## src/core/cam_trig_pkg.sv

```systemverilog
// Purpose: Shared constants and carrier types for the trigger/strobe register group
// Assumes: 32-bit registers, bit 0 of a field table is the vector MSB
// Notes: Field positions below are vector indices (table bit n is vector bit 31-n)
package cam_trig_pkg;
  localparam int unsigned ADDR_W = 16;
  localparam int unsigned NUM_PINS = 4;

  localparam logic [15:0] OFF_SHUT_LIM = 16'h1098;
  localparam logic [15:0] OFF_GAIN_LIM = 16'h10a0;
  localparam logic [15:0] OFF_IO_LEVELS = 16'h1100;
  localparam logic [15:0] OFF_OPTIONS = 16'h1104;
  localparam logic [15:0] OFF_TRIG_DELAY = 16'h1108;

  localparam int PRESENT_BIT = 31;
  localparam int SHUT_MIN_HI = 23;
  localparam int SHUT_MIN_LO = 16;
  localparam int SHUT_MAX_HI = 15;
  localparam int SHUT_MAX_LO = 0;
  localparam int GAIN_ON_BIT = 25;
  localparam int GAIN_MIN_HI = 23;
  localparam int GAIN_MIN_LO = 12;
  localparam int GAIN_MAX_HI = 11;
  localparam int GAIN_MAX_LO = 0;
  localparam int PIN_CNT_HI = 19;
  localparam int PIN_CNT_LO = 16;
  localparam int PIN_VAL_HI = 3;
  localparam int PIN_VAL_LO = 0;
  localparam int ORIGIN_BIT = 31;
  localparam int HOLD_BIT = 30;
  localparam int SCALE_HI = 7;
  localparam int SCALE_LO = 0;
  localparam int DELAY_HI = 15;
  localparam int DELAY_LO = 0;

  // Largest shutter value allowed as an automatic limit
  localparam logic [15:0] SHUT_LIMIT_CAP = 16'h0fa0;

  localparam logic [7:0] SHUT_MIN_RST = 8'h00;
  localparam logic [15:0] SHUT_MAX_RST = 16'h0fa0;
  localparam logic GAIN_ON_RST = 1'b0;
  localparam logic [11:0] GAIN_MIN_RST = 12'h000;
  localparam logic [11:0] GAIN_MAX_RST = 12'hfff;
  localparam logic ORIGIN_RST = 1'b0;
  localparam logic HOLD_RST = 1'b0;
  localparam logic [7:0] SCALE_RST = 8'h00;
  localparam logic [15:0] DELAY_RST = 16'h0000;
  localparam logic [3:0] PIN_COUNT = 4'h4;

  // Timing ticks run at 49.152 MHz against a 20 MHz system clock
  localparam longint unsigned CLK_HZ = 20_000_000;
  localparam longint unsigned TICK_HZ = 49_152_000;
  localparam int unsigned FRAC_W = 16;
  localparam logic [31:0] TICK_STEP = 32'((TICK_HZ << FRAC_W) / CLK_HZ);

  typedef struct packed {
    logic [15:0] hi;
    logic [7:0] lo;
  } shut_lim_s;

  typedef struct packed {
    logic on;
    logic [11:0] hi;
    logic [11:0] lo;
  } gain_lim_s;

  typedef enum logic [2:0] {
    S_IDLE = 3'b001,
    S_DELAY = 3'b010,
    S_EXPOSE = 3'b100
  } seq_state_e;
endpackage : cam_trig_pkg

```

## src/core/scaled_delay.sv

```systemverilog
// Purpose: Measures a programmed delay in timing ticks, stretched by a scale factor
// Assumes: i_start is a one-cycle pulse; length and scale are sampled at start
// Notes: Ticks are tracked in fixed point since a tick is shorter than one clock
`timescale 1ns/1ps
module scaled_delay (
  input wire logic i_clk,
  input wire logic i_sys_rst,
  input wire logic i_start,
  input wire logic [15:0] i_len,
  input wire logic [7:0] i_scale,
  output logic o_busy,
  output logic o_done
);
  logic [23:0] target_q;
  logic [39:0] acc_q;

  always_ff @(posedge i_clk or posedge i_sys_rst) begin
    if (i_sys_rst) begin
      target_q <= 24'h00_0000;
      acc_q <= 40'h00_0000_0000;
      o_busy <= 1'b0;
      o_done <= 1'b0;
    end else begin
      o_done <= 1'b0;
      if (i_start) begin
        // Effective length is field times (scale plus one)
        target_q <= 24'({8'h00, i_len} * ({16'h0000, i_scale} + 24'h00_0001));
        acc_q <= 40'h00_0000_0000;
        o_busy <= 1'b1;
      end else if (o_busy) begin
        if (acc_q[39:16] >= target_q) begin
          o_busy <= 1'b0;
          o_done <= 1'b1;
        end else begin
          acc_q <= acc_q + {8'h00, cam_trig_pkg::TICK_STEP};
        end
      end
    end
  end
endmodule : scaled_delay

```

## src/core/camera_trigger_strobe_regs.sv

```systemverilog
// Purpose: Trigger/strobe timing registers and the auto exposure limit registers
// Assumes: Plain register port, read data valid the cycle after the read strobe
// Notes: Pins and trigger are asynchronous and pass a three-stage synchroniser
//
// Strobed register access is this design's own decision.
`timescale 1ns/1ps
module camera_trigger_strobe_regs #(
  parameter bit ASYNC_FORCES_TRIG_ORIGIN = 1'b1,
  parameter bit SHUT_LIM_PRESENT = 1'b1,
  parameter bit GAIN_LIM_PRESENT = 1'b1,
  parameter bit IO_PRESENT = 1'b1
) (
  input wire logic i_clk,
  input wire logic i_sys_rst,
  input wire logic [cam_trig_pkg::ADDR_W-1:0] i_addr,
  input wire logic [31:0] i_wr_data,
  input wire logic i_wr_en,
  input wire logic i_rd_en,
  output logic [31:0] o_rd_data,
  input wire logic [cam_trig_pkg::NUM_PINS-1:0] i_pins,
  input wire logic i_ext_trigger,
  input wire logic i_async_trig_mode,
  input wire logic i_exposure_done,
  input wire logic [15:0] i_mode_shut_min,
  input wire logic [15:0] i_mode_shut_max,
  input wire logic [15:0] i_strobe_delay,
  input wire logic [15:0] i_strobe_width,
  output cam_trig_pkg::shut_lim_s o_shut_lim,
  output cam_trig_pkg::gain_lim_s o_gain_lim,
  output logic o_awb_boost_en,
  output logic o_integrate,
  output logic o_strobe,
  output logic o_trig_dropped
);
  localparam int NS = cam_trig_pkg::NUM_PINS + 1;

  // Stored register fields
  logic [7:0] shut_min_q;
  logic [15:0] shut_max_q;
  logic gain_on_q;
  logic [11:0] gain_min_q;
  logic [11:0] gain_max_q;
  logic origin_q;
  logic hold_q;
  logic [7:0] scale_q;
  logic [15:0] delay_q;

  // Synchroniser and trigger detection
  logic [NS-1:0] sync1_q;
  logic [NS-1:0] sync2_q;
  logic [NS-1:0] sync3_q;
  logic [NS-1:0] stable_q;
  logic trig_prev_q;
  logic trig_evt;

  // Sequencer
  cam_trig_pkg::seq_state_e state_q;
  logic pending_q;
  logic shut_start;
  logic shut_done;
  logic integ_start;
  logic strobe_from_trig;
  logic strb_dly_start;
  logic strb_dly_done;
  logic strb_wid_done;
  logic strb_wid_busy;

  logic wr_shut;
  logic wr_gain;
  logic wr_opt;
  logic wr_dly;
  logic [31:0] rd_mux;
  logic [15:0] wr_max_clamp;
  logic [7:0] wr_min_clamp;

  assign wr_shut = i_wr_en && (i_addr == cam_trig_pkg::OFF_SHUT_LIM);
  assign wr_gain = i_wr_en && (i_addr == cam_trig_pkg::OFF_GAIN_LIM);
  assign wr_opt = i_wr_en && (i_addr == cam_trig_pkg::OFF_OPTIONS);
  assign wr_dly = i_wr_en && (i_addr == cam_trig_pkg::OFF_TRIG_DELAY);

  // Bounds above the cap are pulled down to it on write
  always_comb begin
    wr_max_clamp = i_wr_data[cam_trig_pkg::SHUT_MAX_HI:cam_trig_pkg::SHUT_MAX_LO];
    if (wr_max_clamp > cam_trig_pkg::SHUT_LIMIT_CAP) begin
      wr_max_clamp = cam_trig_pkg::SHUT_LIMIT_CAP;
    end
    wr_min_clamp = i_wr_data[cam_trig_pkg::SHUT_MIN_HI:cam_trig_pkg::SHUT_MIN_LO];
  end

  // Shutter limit register; reserved bits are not stored
  always_ff @(posedge i_clk or posedge i_sys_rst) begin
    if (i_sys_rst) begin
      shut_min_q <= cam_trig_pkg::SHUT_MIN_RST;
      shut_max_q <= cam_trig_pkg::SHUT_MAX_RST;
    end else if (wr_shut) begin
      shut_min_q <= wr_min_clamp;
      shut_max_q <= wr_max_clamp;
    end
  end

  // Gain limit register
  always_ff @(posedge i_clk or posedge i_sys_rst) begin
    if (i_sys_rst) begin
      gain_on_q <= cam_trig_pkg::GAIN_ON_RST;
      gain_min_q <= cam_trig_pkg::GAIN_MIN_RST;
      gain_max_q <= cam_trig_pkg::GAIN_MAX_RST;
    end else if (wr_gain) begin
      gain_on_q <= i_wr_data[cam_trig_pkg::GAIN_ON_BIT];
      // Lock follows the state before this write, so one write cannot
      // both enable the function and change its bounds
      if (gain_on_q) begin
        gain_min_q <= i_wr_data[cam_trig_pkg::GAIN_MIN_HI:cam_trig_pkg::GAIN_MIN_LO];
        gain_max_q <= i_wr_data[cam_trig_pkg::GAIN_MAX_HI:cam_trig_pkg::GAIN_MAX_LO];
      end
    end
  end

  // Strobe/trigger options register
  always_ff @(posedge i_clk or posedge i_sys_rst) begin
    if (i_sys_rst) begin
      origin_q <= cam_trig_pkg::ORIGIN_RST;
      hold_q <= cam_trig_pkg::HOLD_RST;
      scale_q <= cam_trig_pkg::SCALE_RST;
    end else if (wr_opt) begin
      origin_q <= i_wr_data[cam_trig_pkg::ORIGIN_BIT];
      hold_q <= i_wr_data[cam_trig_pkg::HOLD_BIT];
      scale_q <= i_wr_data[cam_trig_pkg::SCALE_HI:cam_trig_pkg::SCALE_LO];
    end
  end

  // Trigger-to-integration delay register
  always_ff @(posedge i_clk or posedge i_sys_rst) begin
    if (i_sys_rst) begin
      delay_q <= cam_trig_pkg::DELAY_RST;
    end else if (wr_dly) begin
      delay_q <= i_wr_data[cam_trig_pkg::DELAY_HI:cam_trig_pkg::DELAY_LO];
    end
  end

  // Three-stage synchroniser; a level counts once stages two and three agree
  always_ff @(posedge i_clk or posedge i_sys_rst) begin
    if (i_sys_rst) begin
      sync1_q <= '0;
      sync2_q <= '0;
      sync3_q <= '0;
      stable_q <= '0;
    end else begin
      sync1_q <= {i_ext_trigger, i_pins};
      sync2_q <= sync1_q;
      sync3_q <= sync2_q;
      for (int i = 0; i < NS; i++) begin
        if (sync2_q[i] == sync3_q[i]) begin
          stable_q[i] <= sync3_q[i];
        end
      end
    end
  end

  always_ff @(posedge i_clk or posedge i_sys_rst) begin
    if (i_sys_rst) begin
      trig_prev_q <= 1'b0;
    end else begin
      trig_prev_q <= stable_q[NS-1];
    end
  end

  assign trig_evt = stable_q[NS-1] && !trig_prev_q;

  // Read mux: reserved bits stay zero
  always_comb begin
    rd_mux = 32'h0000_0000;
    unique case (i_addr)
      cam_trig_pkg::OFF_SHUT_LIM: begin
        rd_mux[cam_trig_pkg::PRESENT_BIT] = SHUT_LIM_PRESENT;
        rd_mux[cam_trig_pkg::SHUT_MIN_HI:cam_trig_pkg::SHUT_MIN_LO] = shut_min_q;
        rd_mux[cam_trig_pkg::SHUT_MAX_HI:cam_trig_pkg::SHUT_MAX_LO] = shut_max_q;
      end
      cam_trig_pkg::OFF_GAIN_LIM: begin
        rd_mux[cam_trig_pkg::PRESENT_BIT] = GAIN_LIM_PRESENT;
        rd_mux[cam_trig_pkg::GAIN_ON_BIT] = gain_on_q;
        rd_mux[cam_trig_pkg::GAIN_MIN_HI:cam_trig_pkg::GAIN_MIN_LO] = gain_min_q;
        rd_mux[cam_trig_pkg::GAIN_MAX_HI:cam_trig_pkg::GAIN_MAX_LO] = gain_max_q;
      end
      cam_trig_pkg::OFF_IO_LEVELS: begin
        rd_mux[cam_trig_pkg::PRESENT_BIT] = IO_PRESENT;
        rd_mux[cam_trig_pkg::PIN_CNT_HI:cam_trig_pkg::PIN_CNT_LO] =
          cam_trig_pkg::PIN_COUNT;
        // Pin 0 lands in the last bit, pin 3 in bit 28
        rd_mux[cam_trig_pkg::PIN_VAL_HI:cam_trig_pkg::PIN_VAL_LO] =
          stable_q[cam_trig_pkg::NUM_PINS-1:0];
      end
      cam_trig_pkg::OFF_OPTIONS: begin
        rd_mux[cam_trig_pkg::ORIGIN_BIT] = origin_q;
        rd_mux[cam_trig_pkg::HOLD_BIT] = hold_q;
        rd_mux[cam_trig_pkg::SCALE_HI:cam_trig_pkg::SCALE_LO] = scale_q;
      end
      cam_trig_pkg::OFF_TRIG_DELAY: begin
        rd_mux[cam_trig_pkg::DELAY_HI:cam_trig_pkg::DELAY_LO] = delay_q;
      end
      default: begin
        rd_mux = 32'h0000_0000;
      end
    endcase
  end

  always_ff @(posedge i_clk or posedge i_sys_rst) begin
    if (i_sys_rst) begin
      o_rd_data <= 32'h0000_0000;
    end else if (i_rd_en) begin
      o_rd_data <= rd_mux;
    end else begin
      o_rd_data <= 32'h0000_0000;
    end
  end

  // Limits handed to the exposure controller, narrowed to the grab range
  always_ff @(posedge i_clk or posedge i_sys_rst) begin
    if (i_sys_rst) begin
      o_shut_lim <= '0;
    end else begin
      if ({8'h00, shut_min_q} < i_mode_shut_min) begin
        o_shut_lim.lo <= (|i_mode_shut_min[15:8]) ? 8'hff : i_mode_shut_min[7:0];
      end else begin
        o_shut_lim.lo <= shut_min_q;
      end
      if (shut_max_q > i_mode_shut_max) begin
        o_shut_lim.hi <= i_mode_shut_max;
      end else begin
        o_shut_lim.hi <= shut_max_q;
      end
    end
  end

  always_ff @(posedge i_clk or posedge i_sys_rst) begin
    if (i_sys_rst) begin
      o_gain_lim <= '0;
      o_awb_boost_en <= 1'b0;
    end else begin
      o_gain_lim.on <= gain_on_q;
      o_gain_lim.lo <= gain_min_q;
      o_gain_lim.hi <= gain_max_q;
      o_awb_boost_en <= gain_on_q;
    end
  end

  // Frame sequencer: trigger, delay, then integration
  always_ff @(posedge i_clk or posedge i_sys_rst) begin
    if (i_sys_rst) begin
      state_q <= cam_trig_pkg::S_IDLE;
    end else begin
      unique case (state_q)
        cam_trig_pkg::S_IDLE: begin
          if (trig_evt || pending_q) begin
            state_q <= cam_trig_pkg::S_DELAY;
          end
        end
        cam_trig_pkg::S_DELAY: begin
          if (shut_done) begin
            state_q <= cam_trig_pkg::S_EXPOSE;
          end
        end
        cam_trig_pkg::S_EXPOSE: begin
          if (i_exposure_done) begin
            state_q <= cam_trig_pkg::S_IDLE;
          end
        end
        default: begin
          state_q <= cam_trig_pkg::S_IDLE;
        end
      endcase
    end
  end

  assign shut_start = (state_q == cam_trig_pkg::S_IDLE) && (trig_evt || pending_q);
  assign integ_start = (state_q == cam_trig_pkg::S_DELAY) && shut_done;

  // Queued trigger; only a trigger during integration is queued, and the next start clears it
  always_ff @(posedge i_clk or posedge i_sys_rst) begin
    if (i_sys_rst) begin
      pending_q <= 1'b0;
      o_trig_dropped <= 1'b0;
    end else begin
      o_trig_dropped <= 1'b0;
      if (trig_evt && (state_q == cam_trig_pkg::S_EXPOSE)) begin
        if (hold_q) begin
          o_trig_dropped <= 1'b1;
        end else begin
          pending_q <= 1'b1;
        end
      end else if (shut_start) begin
        pending_q <= 1'b0;
      end
    end
  end

  always_ff @(posedge i_clk or posedge i_sys_rst) begin
    if (i_sys_rst) begin
      o_integrate <= 1'b0;
    end else if (integ_start) begin
      o_integrate <= 1'b1;
    end else if ((state_q == cam_trig_pkg::S_EXPOSE) && i_exposure_done) begin
      o_integrate <= 1'b0;
    end
  end

  // Trigger-to-integration delay, scaled
  scaled_delay u_shut_delay (
    .i_clk(i_clk),
    .i_sys_rst(i_sys_rst),
    .i_start(shut_start),
    .i_len(delay_q),
    .i_scale(scale_q),
    .o_busy(),
    .o_done(shut_done)
  );

  // Async trigger mode may force trigger-relative strobe timing
  assign strobe_from_trig = origin_q || (ASYNC_FORCES_TRIG_ORIGIN && i_async_trig_mode);
  assign strb_dly_start = strobe_from_trig ? shut_start : integ_start;

  // Strobe delay and strobe width share the same scale
  scaled_delay u_strobe_delay (
    .i_clk(i_clk),
    .i_sys_rst(i_sys_rst),
    .i_start(strb_dly_start),
    .i_len(i_strobe_delay),
    .i_scale(scale_q),
    .o_busy(),
    .o_done(strb_dly_done)
  );

  scaled_delay u_strobe_width (
    .i_clk(i_clk),
    .i_sys_rst(i_sys_rst),
    .i_start(strb_dly_done),
    .i_len(i_strobe_width),
    .i_scale(scale_q),
    .o_busy(strb_wid_busy),
    .o_done(strb_wid_done)
  );

  // Registered so the pin never sees a combinational glitch
  always_ff @(posedge i_clk or posedge i_sys_rst) begin
    if (i_sys_rst) begin
      o_strobe <= 1'b0;
    end else begin
      o_strobe <= strb_wid_busy && !strb_wid_done;
    end
  end
endmodule : camera_trigger_strobe_regs

```

## config.mk

```make
export PLATFORM = sky130hd
export DESIGN_NAME = camera_trigger_strobe_regs
export DESIGN_NICKNAME = d
export VERILOG_FILES = /design/src/core/cam_trig_pkg.sv /design/src/core/scaled_delay.sv /design/src/core/camera_trigger_strobe_regs.sv
export SDC_FILE = /design/constraint.sdc
export NUM_CORES = 2
export LEC_CHECK = 0
export BUFFER_PORTS_ARGS = -buffer_cell sky130_fd_sc_hd__buf_2
export CORE_ASPECT_RATIO = 2
export CORE_MARGIN = 2
export CORE_UTILIZATION = 45
export DETAILED_ROUTE_END_ITERATION = 6
export PLACE_DENSITY = 0.69
export SETUP_SLACK_MARGIN = 0.3
export SYNTH_ARGS = -nofsm -noshare
export SYNTH_HDL_FRONTEND = slang
export SYNTH_SLANG_ARGS = --single-unit
```

## constraint.sdc

```tcl
create_clock -name i_clk -period 19.3 [get_ports i_clk]
set_input_delay 3.86 -clock i_clk [delete_from_list [all_inputs] [get_ports i_clk]]
set_output_delay 3.86 -clock i_clk [all_outputs]
set_load 0.01 [all_outputs]
```

# --- After elaboration in Yosys (flattened, before gate mapping) ---
# Index checks and enable logic that the tools add are counted.
classes:
  eq_ne: 20
  bitwise: 0
  mul: 3
  magnitude_cmp: 6
  n_shift: 0
  n_div: 0
  reduce_logical: 27
  add_sub_neg: 4
  muxes: 52
op_table:
  columns: ["cell", "count"]
  rows:
  - ["40-bit two-way mux", 9]
  - ["40-bit by 18-bit adder with 40-bit output (second input constant)", 3]
  - ["16-bit by 13-bit == test with 1-bit output (second input constant)", 5]
  - ["24-bit greater-or-equal comparator", 3]
  - ["16-bit by 24-bit multiplier with 24-bit output", 3]
  - ["16-bit two-way mux", 2]
  - ["32-bit two-way mux", 1]
  - ["1-bit two-way mux", 28]
  - ["8-bit one-hot mux with 3 select lines", 1]
  - ["4-bit one-hot mux with 5 select lines", 1]
  - ["16-bit by 12-bit greater-than comparator with 1-bit output (second input constant)", 1]
  - ["16-bit greater-than comparator", 1]
  - ["8-bit by 16-bit less-than comparator with 1-bit output", 1]
  - ["8-bit two-way mux", 2]
  - ["4-bit one-hot mux with 4 select lines", 1]
  - ["2-bit inequality test (second input constant)", 6]
  - ["4-bit one-hot mux with 3 select lines", 1]
  - ["1-bit logical AND", 10]
  - ["2-bit AND reduction", 5]
  - ["2-bit nonzero test", 5]
  - ["8-bit by 1-bit adder with 9-bit output (second input constant)", 1]
  - ["3-bit two-way mux", 3]
  - ["3-bit one-hot mux with 3 select lines", 1]
  - ["4-bit one-hot mux with 2 select lines", 1]
  - ["11 further kinds", 17]
word_totals:
  elab_cells: 153
  output_inout_bits: 85
  register_bits: 382
  memories: 0
  rom_bits: 0
  mem_bits_rw: 0
  latch_bits: 0

# --- Longest topological paths before layout ---
depth:
  word_depth: 7
  mapped_depth: 25
  depth_no_buf: 23

# --- By module ---
# Synthesis repeated with hierarchy kept, for this count alone.
hier_totals:
  hier_cells: 3363
  hier_area_um2: 32190.9
modules_own_cells:
  columns: ["mod", "cells_per_inst", "n_inst", "area_per_inst_um2", "seq_area_each_um2"]
  rows:
  - ["scaled_delay (u_strobe_width)", 937, 1, 8249.2, 1651.6]
  - ["scaled_delay (u_shut_delay)", 930, 1, 8245.4, 1651.6]
  - ["scaled_delay (u_strobe_delay)", 922, 1, 8207.9, 1651.6]
  - ["camera_trigger_strobe_regs", 574, 1, 7488.4, 4503.1]

# --- Worst setup path after synthesis ---
# Ideal clock, no wire load.
synth_path:
  path_kind: "in2reg"
  from: "input port i_strobe_delay[13]"
  to: "register u_strobe_delay.target_q[23]"
  arrival_time_ns: 8.291
  path_stages: 19
  path_slack_ns: 10.879
  setup_time_ns: 0.130
  path_cell_list: "buf_1 nand2b_1 fa_1 inv_1 fa_1 fa_1 inv_1 fa_1 inv_1 ha_1 clkbuf_1 nor2b_1 a41oi_1 o21ai_1 a221o_1 or4_1 a41oi_2 xnor2_1 o21ai_1"
synth_via:
  elab_chain_cells: 1
synth_lines:
  columns: ["element", "line", "source"]
  rows:
  - ["from (decl)", "camera_trigger_strobe_regs.sv:26", "input wire logic [15:0] i_strobe_delay,"]
  - ["16-bit by 24-bit multiplier with 24-bit output", "scaled_delay.sv:27", "target_q <= 24'({8'h00, i_len} * ({16'h0000, i_scale} + 24'h00_0001));"]
  - ["to (signal assigned)", "scaled_delay.sv:27", null]
  - ["to (decl)", "scaled_delay.sv:14", "logic [23:0] target_q;"]
# Every way passes these cells.
# A chain may end at the register's enable or synchronous reset.

# --- Final worst setup path ---
layout_path:
  from: "input port i_strobe_delay[5]"
  to: "register u_strobe_delay.target_q[22]"
# The elaborated chain is that of the path after synthesis.

==> results by stage <==
Placed design:
- At the end of routability-driven placement, the weighted congestion stood at 0.832.
- Detailed placement ended at an HPWL of 52.8 mm.
- The placed cell area is 33,400 sq um.
- The total of buffers placed on input and output ports is approximately 200.

Global routing:
- The global-route wire length before repair is between 100 and 150 mm.
- The number of antenna violations at the first check in global routing is 7.
- The largest net degree at the start of global routing is 157.
- Global routing finished with a remaining overflow of 0.
- The number of global-route vias before repair is roughly 24,000.
- The overall global routing resource usage is 20.3%.

CTS:
- The TritonCTS clock tree is yes.
- The number of sinks handled by clock tree synthesis is 377.
- The root buffer cell chosen for the clock tree is sky130_fd_sc_hd__clkbuf_16.
- The clock tree synthesis step divided the H-tree into 2 levels.
- The number of CTS-inserted buffers is 39.
- After clock tree synthesis, the repair step resized 0 gates.
- In this run the deepest clock path goes through 3 buffers.
- Once the clock tree was built, the setup fixing pass inserted 0 buffers.
- Clock-pin slew was measured on the worst setup and hold paths at 60 ps.
- The later pin in the worst-skew pair is clocked with a latency of 590 ps.
- Hold repair after CTS inserted 0 buffers.

Cells and area:
- In the final design database the tool counted between 4,000 and 5,000 nets.
- After routing the design area is between 30,000 and 40,000 sq um.
- The area growth from synthesis to layout is 10.3%.
- Of the cells placed in the final design, the portion with a size suffix greater than 1 is roughly an eighth.

Critical path:
- The stage delay of the slowest cell on the critical path is about 670 ps.
- STA classifies the critical path startpoint as an input pin.
- The critical path data arrival time is 8860 ps.
- Among the stages of the critical path, the cell type that occurs most often is sky130_fd_sc_hd__fa_1.
- The slowest stage of the critical path belongs to the cell sky130_fd_sc_hd__a2111oi_0.
- The signal on the critical path passes through buf_2, nand2_1, fa_1, inv_1, fa_1, inv_1, fa_1, fa_1, inv_1, ha_1, o21a_1, o21ai_0, a21oi_1, a41oi_1, a2111oi_0, o31ai_1, xor2_1, a21oi_1.
- The category of the most critical setup path is input pin to flip-flop.
- The maximum net fanout on the critical path is 9.
- The worst setup path is captured at a flip-flop.
- STA puts the critical path data required time at 19,800 ps.
- The number of cell instances on the worst register-to-register path is 22.

Yosys:
- The number of warnings reported in the yosys synthesis log is 0.
- The area of the mapped netlist is between 30,000 and 40,000 sq um.
- The share of the synthesized area in the top cell type is 28.5%.
- In the synthesized netlist the async set-or-reset flop fraction comes to 100%.
- Ranked by instance count, the synthesized netlist is headed by sky130_fd_sc_hd__inv_1, sky130_fd_sc_hd__dfrtp_1, sky130_fd_sc_hd__nand2_1.
- The synthesized instance count is around 3,300.
- The sequential cell area fraction in the yosys report is 30.0%.
- The primary flip-flop cell chosen by synthesis mapping is sky130_fd_sc_hd__dfrtp_1.
- The biggest area contributor in the post-synthesis netlist is sky130_fd_sc_hd__dfrtp_1.
- Sorting the synthesized cells by area gives the leading types as sky130_fd_sc_hd__dfrtp_1, sky130_fd_sc_hd__fa_1, sky130_fd_sc_hd__ha_1, sky130_fd_sc_hd__inv_1, sky130_fd_sc_hd__and2_1.
- The count of state elements after synthesis is roughly 380.
- The number of enable flip-flop cells after synthesis is 0.
- The cell with the most instances after synthesis is sky130_fd_sc_hd__inv_1.
- The mean instance size in the synthesized netlist is 9.44 sq um.
- The synthesized netlist contains 75 unique library cells.

Drt:
- In the routed design, unresolved DRC markers number 0.
- The vias per cell is 5.40.
- The number of routed nets with antenna violations is 0.
- After detailed routing, the average wire length per cell comes to ~16 um.
- The sum of routed wire length over all layers is 71.7 mm.
- After the first detailed-routing iteration, the DRC count stood at 1,265.
- The first detailed-routing pass ran for 6 iterations.
- The count of vias placed by the detailed router is 23,700.

Timing:
- Setup repair after global routing left no endpoint under its margin.
- The slew of the pin with the lowest slew margin is 1110 ps.
- In the final timing run, aggregate negative setup slack is 0 ps.
- The final-report setup violation count is 0.
- The number of slew-limit violations in the final report is 0.
- The achievable clock frequency is about 120 MHz.
- The final period utilization is 43.3%.
- The worst pin sits at a relative slew slack of 25.2%.
- The largest clock skew in the final design is 25.7 ps.
- The hold violation total from the final report is 0.
- The final period demand of the worst path is about 8400 ps.

Run status:
- The run finished with clean final reports.

Power and ir drop:
- For this design the ratio of total power to cell area is 64.7 nW/um^2.
- The worst vdd rail ir drop is roughly 0.076 mV.
- The static leakage is 17.7 nW.

Min path:
- The worst hold path cell count is 0.
- The type of the worst min-delay path is flip-flop to flip-flop.

Floorplanning:
- The starting density of the core is 45.3%.
- The number of ports placed on the die boundary is approximately 210.
- The die covers roughly 72,000 sq um.
- The initialized floorplan defines between 100 and 150 standard-cell rows.
- Measured along the x axis, the die boundary spans 191 um.
- The placeable core region is approximately 69,000 sq um.
- The floorplan step set the die height to approximately 380 um.

Job:
- Max-cap violations in this run came to 0.
-- area by class of cell --
| class | instances | area [sq um] |
|---|---|---|
| diodes | 6 | 15.0 |
| flip-flops and latches | 377 | 9460 |
| inverters | 519 | 1960 |
| clock inverters | 13 | 155 |
| well taps | 903 | 1130 |
| repair buffers | 222 | 1190 |
| clock buffers | 59 | 1180 |
| multi-input cells | 2298 | 19600 |
| fillers | 6361 | 34700 |
-- routing by layer --
layer  GRT usage (%)  part of all wire, %  wire length (um)  vias to the layer above
li1                -                    -                 -                    11100
met1            27.2                   43             30900                    11900
met2            33.7                   49             34800                      560
met3            2.92                  5.4              3900                      112
met4            6.61                  2.8              1980                        4
met5               0                0.027                19                        -
-- final timing paths --
kind                                   startpoint                                 endpoint  slack, ps
setup reg to reg           scale_q[0]$_DFFE_PP0P_  u_strobe_delay.target_q[22]$_DFFE_PP0P_      12170
min in group asynchronous               i_sys_rst                  o_rd_data[12]$_DFF_PP0_       3480
hold reg to reg              sync1_q[1]$_DFF_PP0_                     sync2_q[1]$_DFF_PP0_        350
hold / removal               sync1_q[1]$_DFF_PP0_                     sync2_q[1]$_DFF_PP0_        350
setup / recovery                i_strobe_delay[5]  u_strobe_delay.target_q[22]$_DFFE_PP0P_      10930
max in group asynchronous               i_sys_rst          u_strobe_delay.o_done$_DFF_PP0_      13490
-- cell families after synthesis --
family                     synth area share [%]
and+or+nand+nor                            17.1
buffers and inverters                      8.03
AOI/OAI and AO/OA                          11.4
adders and majority gates                  27.9
DFF                                        30.0
muxes                                      3.24
xor gates and xnor gates                   2.28
other                                    0.0119
-- flip-flops by register name, summed over array words and instances, names as in the netlist, 24 cells and up --
register and flops:
u_strobe_width.acc_q 40, o_gain_lim 24, u_strobe_width.target_q 24, o_shut_lim 24, u_strobe_delay.target_q 24, o_rd_data 27
u_shut_delay.target_q 24, u_shut_delay.acc_q 40, u_strobe_delay.acc_q 40
-- placed cells by master, fill, tap and decap left out, types with 12 or more instances in the layout --
cell type	n
sky130_fd_sc_hd__inv_1	518
sky130_fd_sc_hd__a21oi_1	163
sky130_fd_sc_hd__o31ai_1	23
sky130_fd_sc_hd__a21o_1	47
sky130_fd_sc_hd__buf_4	24
sky130_fd_sc_hd__xnor2_1	43
sky130_fd_sc_hd__clkbuf_16	39
sky130_fd_sc_hd__clkbuf_8	13
sky130_fd_sc_hd__nand4_1	17
sky130_fd_sc_hd__dfrtp_1	357
sky130_fd_sc_hd__or4_1	41
sky130_fd_sc_hd__buf_2	197
sky130_fd_sc_hd__fa_1	294
sky130_fd_sc_hd__ha_1	228
sky130_fd_sc_hd__and2_1	247
sky130_fd_sc_hd__nor2_1	108
sky130_fd_sc_hd__xor2_1	33
sky130_fd_sc_hd__o211ai_1	39
sky130_fd_sc_hd__nand2b_1	71
sky130_fd_sc_hd__nand3_1	39
sky130_fd_sc_hd__dfstp_2	19
sky130_fd_sc_hd__o21a_1	23
sky130_fd_sc_hd__a222oi_1	13
sky130_fd_sc_hd__and3_1	22
sky130_fd_sc_hd__nor2b_1	37
sky130_fd_sc_hd__o21ai_0	157
sky130_fd_sc_hd__or3_1	64
sky130_fd_sc_hd__nor3_1	17
sky130_fd_sc_hd__nand2_1	323
sky130_fd_sc_hd__mux2i_1	12
sky130_fd_sc_hd__mux2_2	80
-- critical path: cells and delay by family --
kind	cells	cell delay (ps)
AOI/OAI and AO/OA	7	1920
adders and majority gates	5	2440
buffers and inverters	4	350
and+or+nand+nor	1	110
xor gates and xnor gates	1	170
-- power breakdown --
part	leakage [nW]	switching, mW	internal [mW]
sequential	4.92	0.0736	0.893
combinational	12.1	0.292	0.194
clock	0.663	0.341	0.455
-- stage by stage --
| stage | hold slack, ps | util (%) | total power [mW] | std cells | setup slack [ps] |
|---|---|---|---|---|---|
| after floorplan | 331 | - | 1.34 | 3339 | 5000 |
| after global placement | 340 | 48.0 | 1.44 | 4319 | 10430 |
| after detailed placement | 338 | 48.0 | 1.47 | 4319 | 10350 |
| after CTS | 353 | 50.0 | 2.27 | 4391 | 10940 |
| after global routing | 356 | 50.0 | 2.39 | 4396 | 10590 |
| final | 353 | 50.0 | 2.25 | 4397 | 10930 |
(Power assumes the default switching activity.)
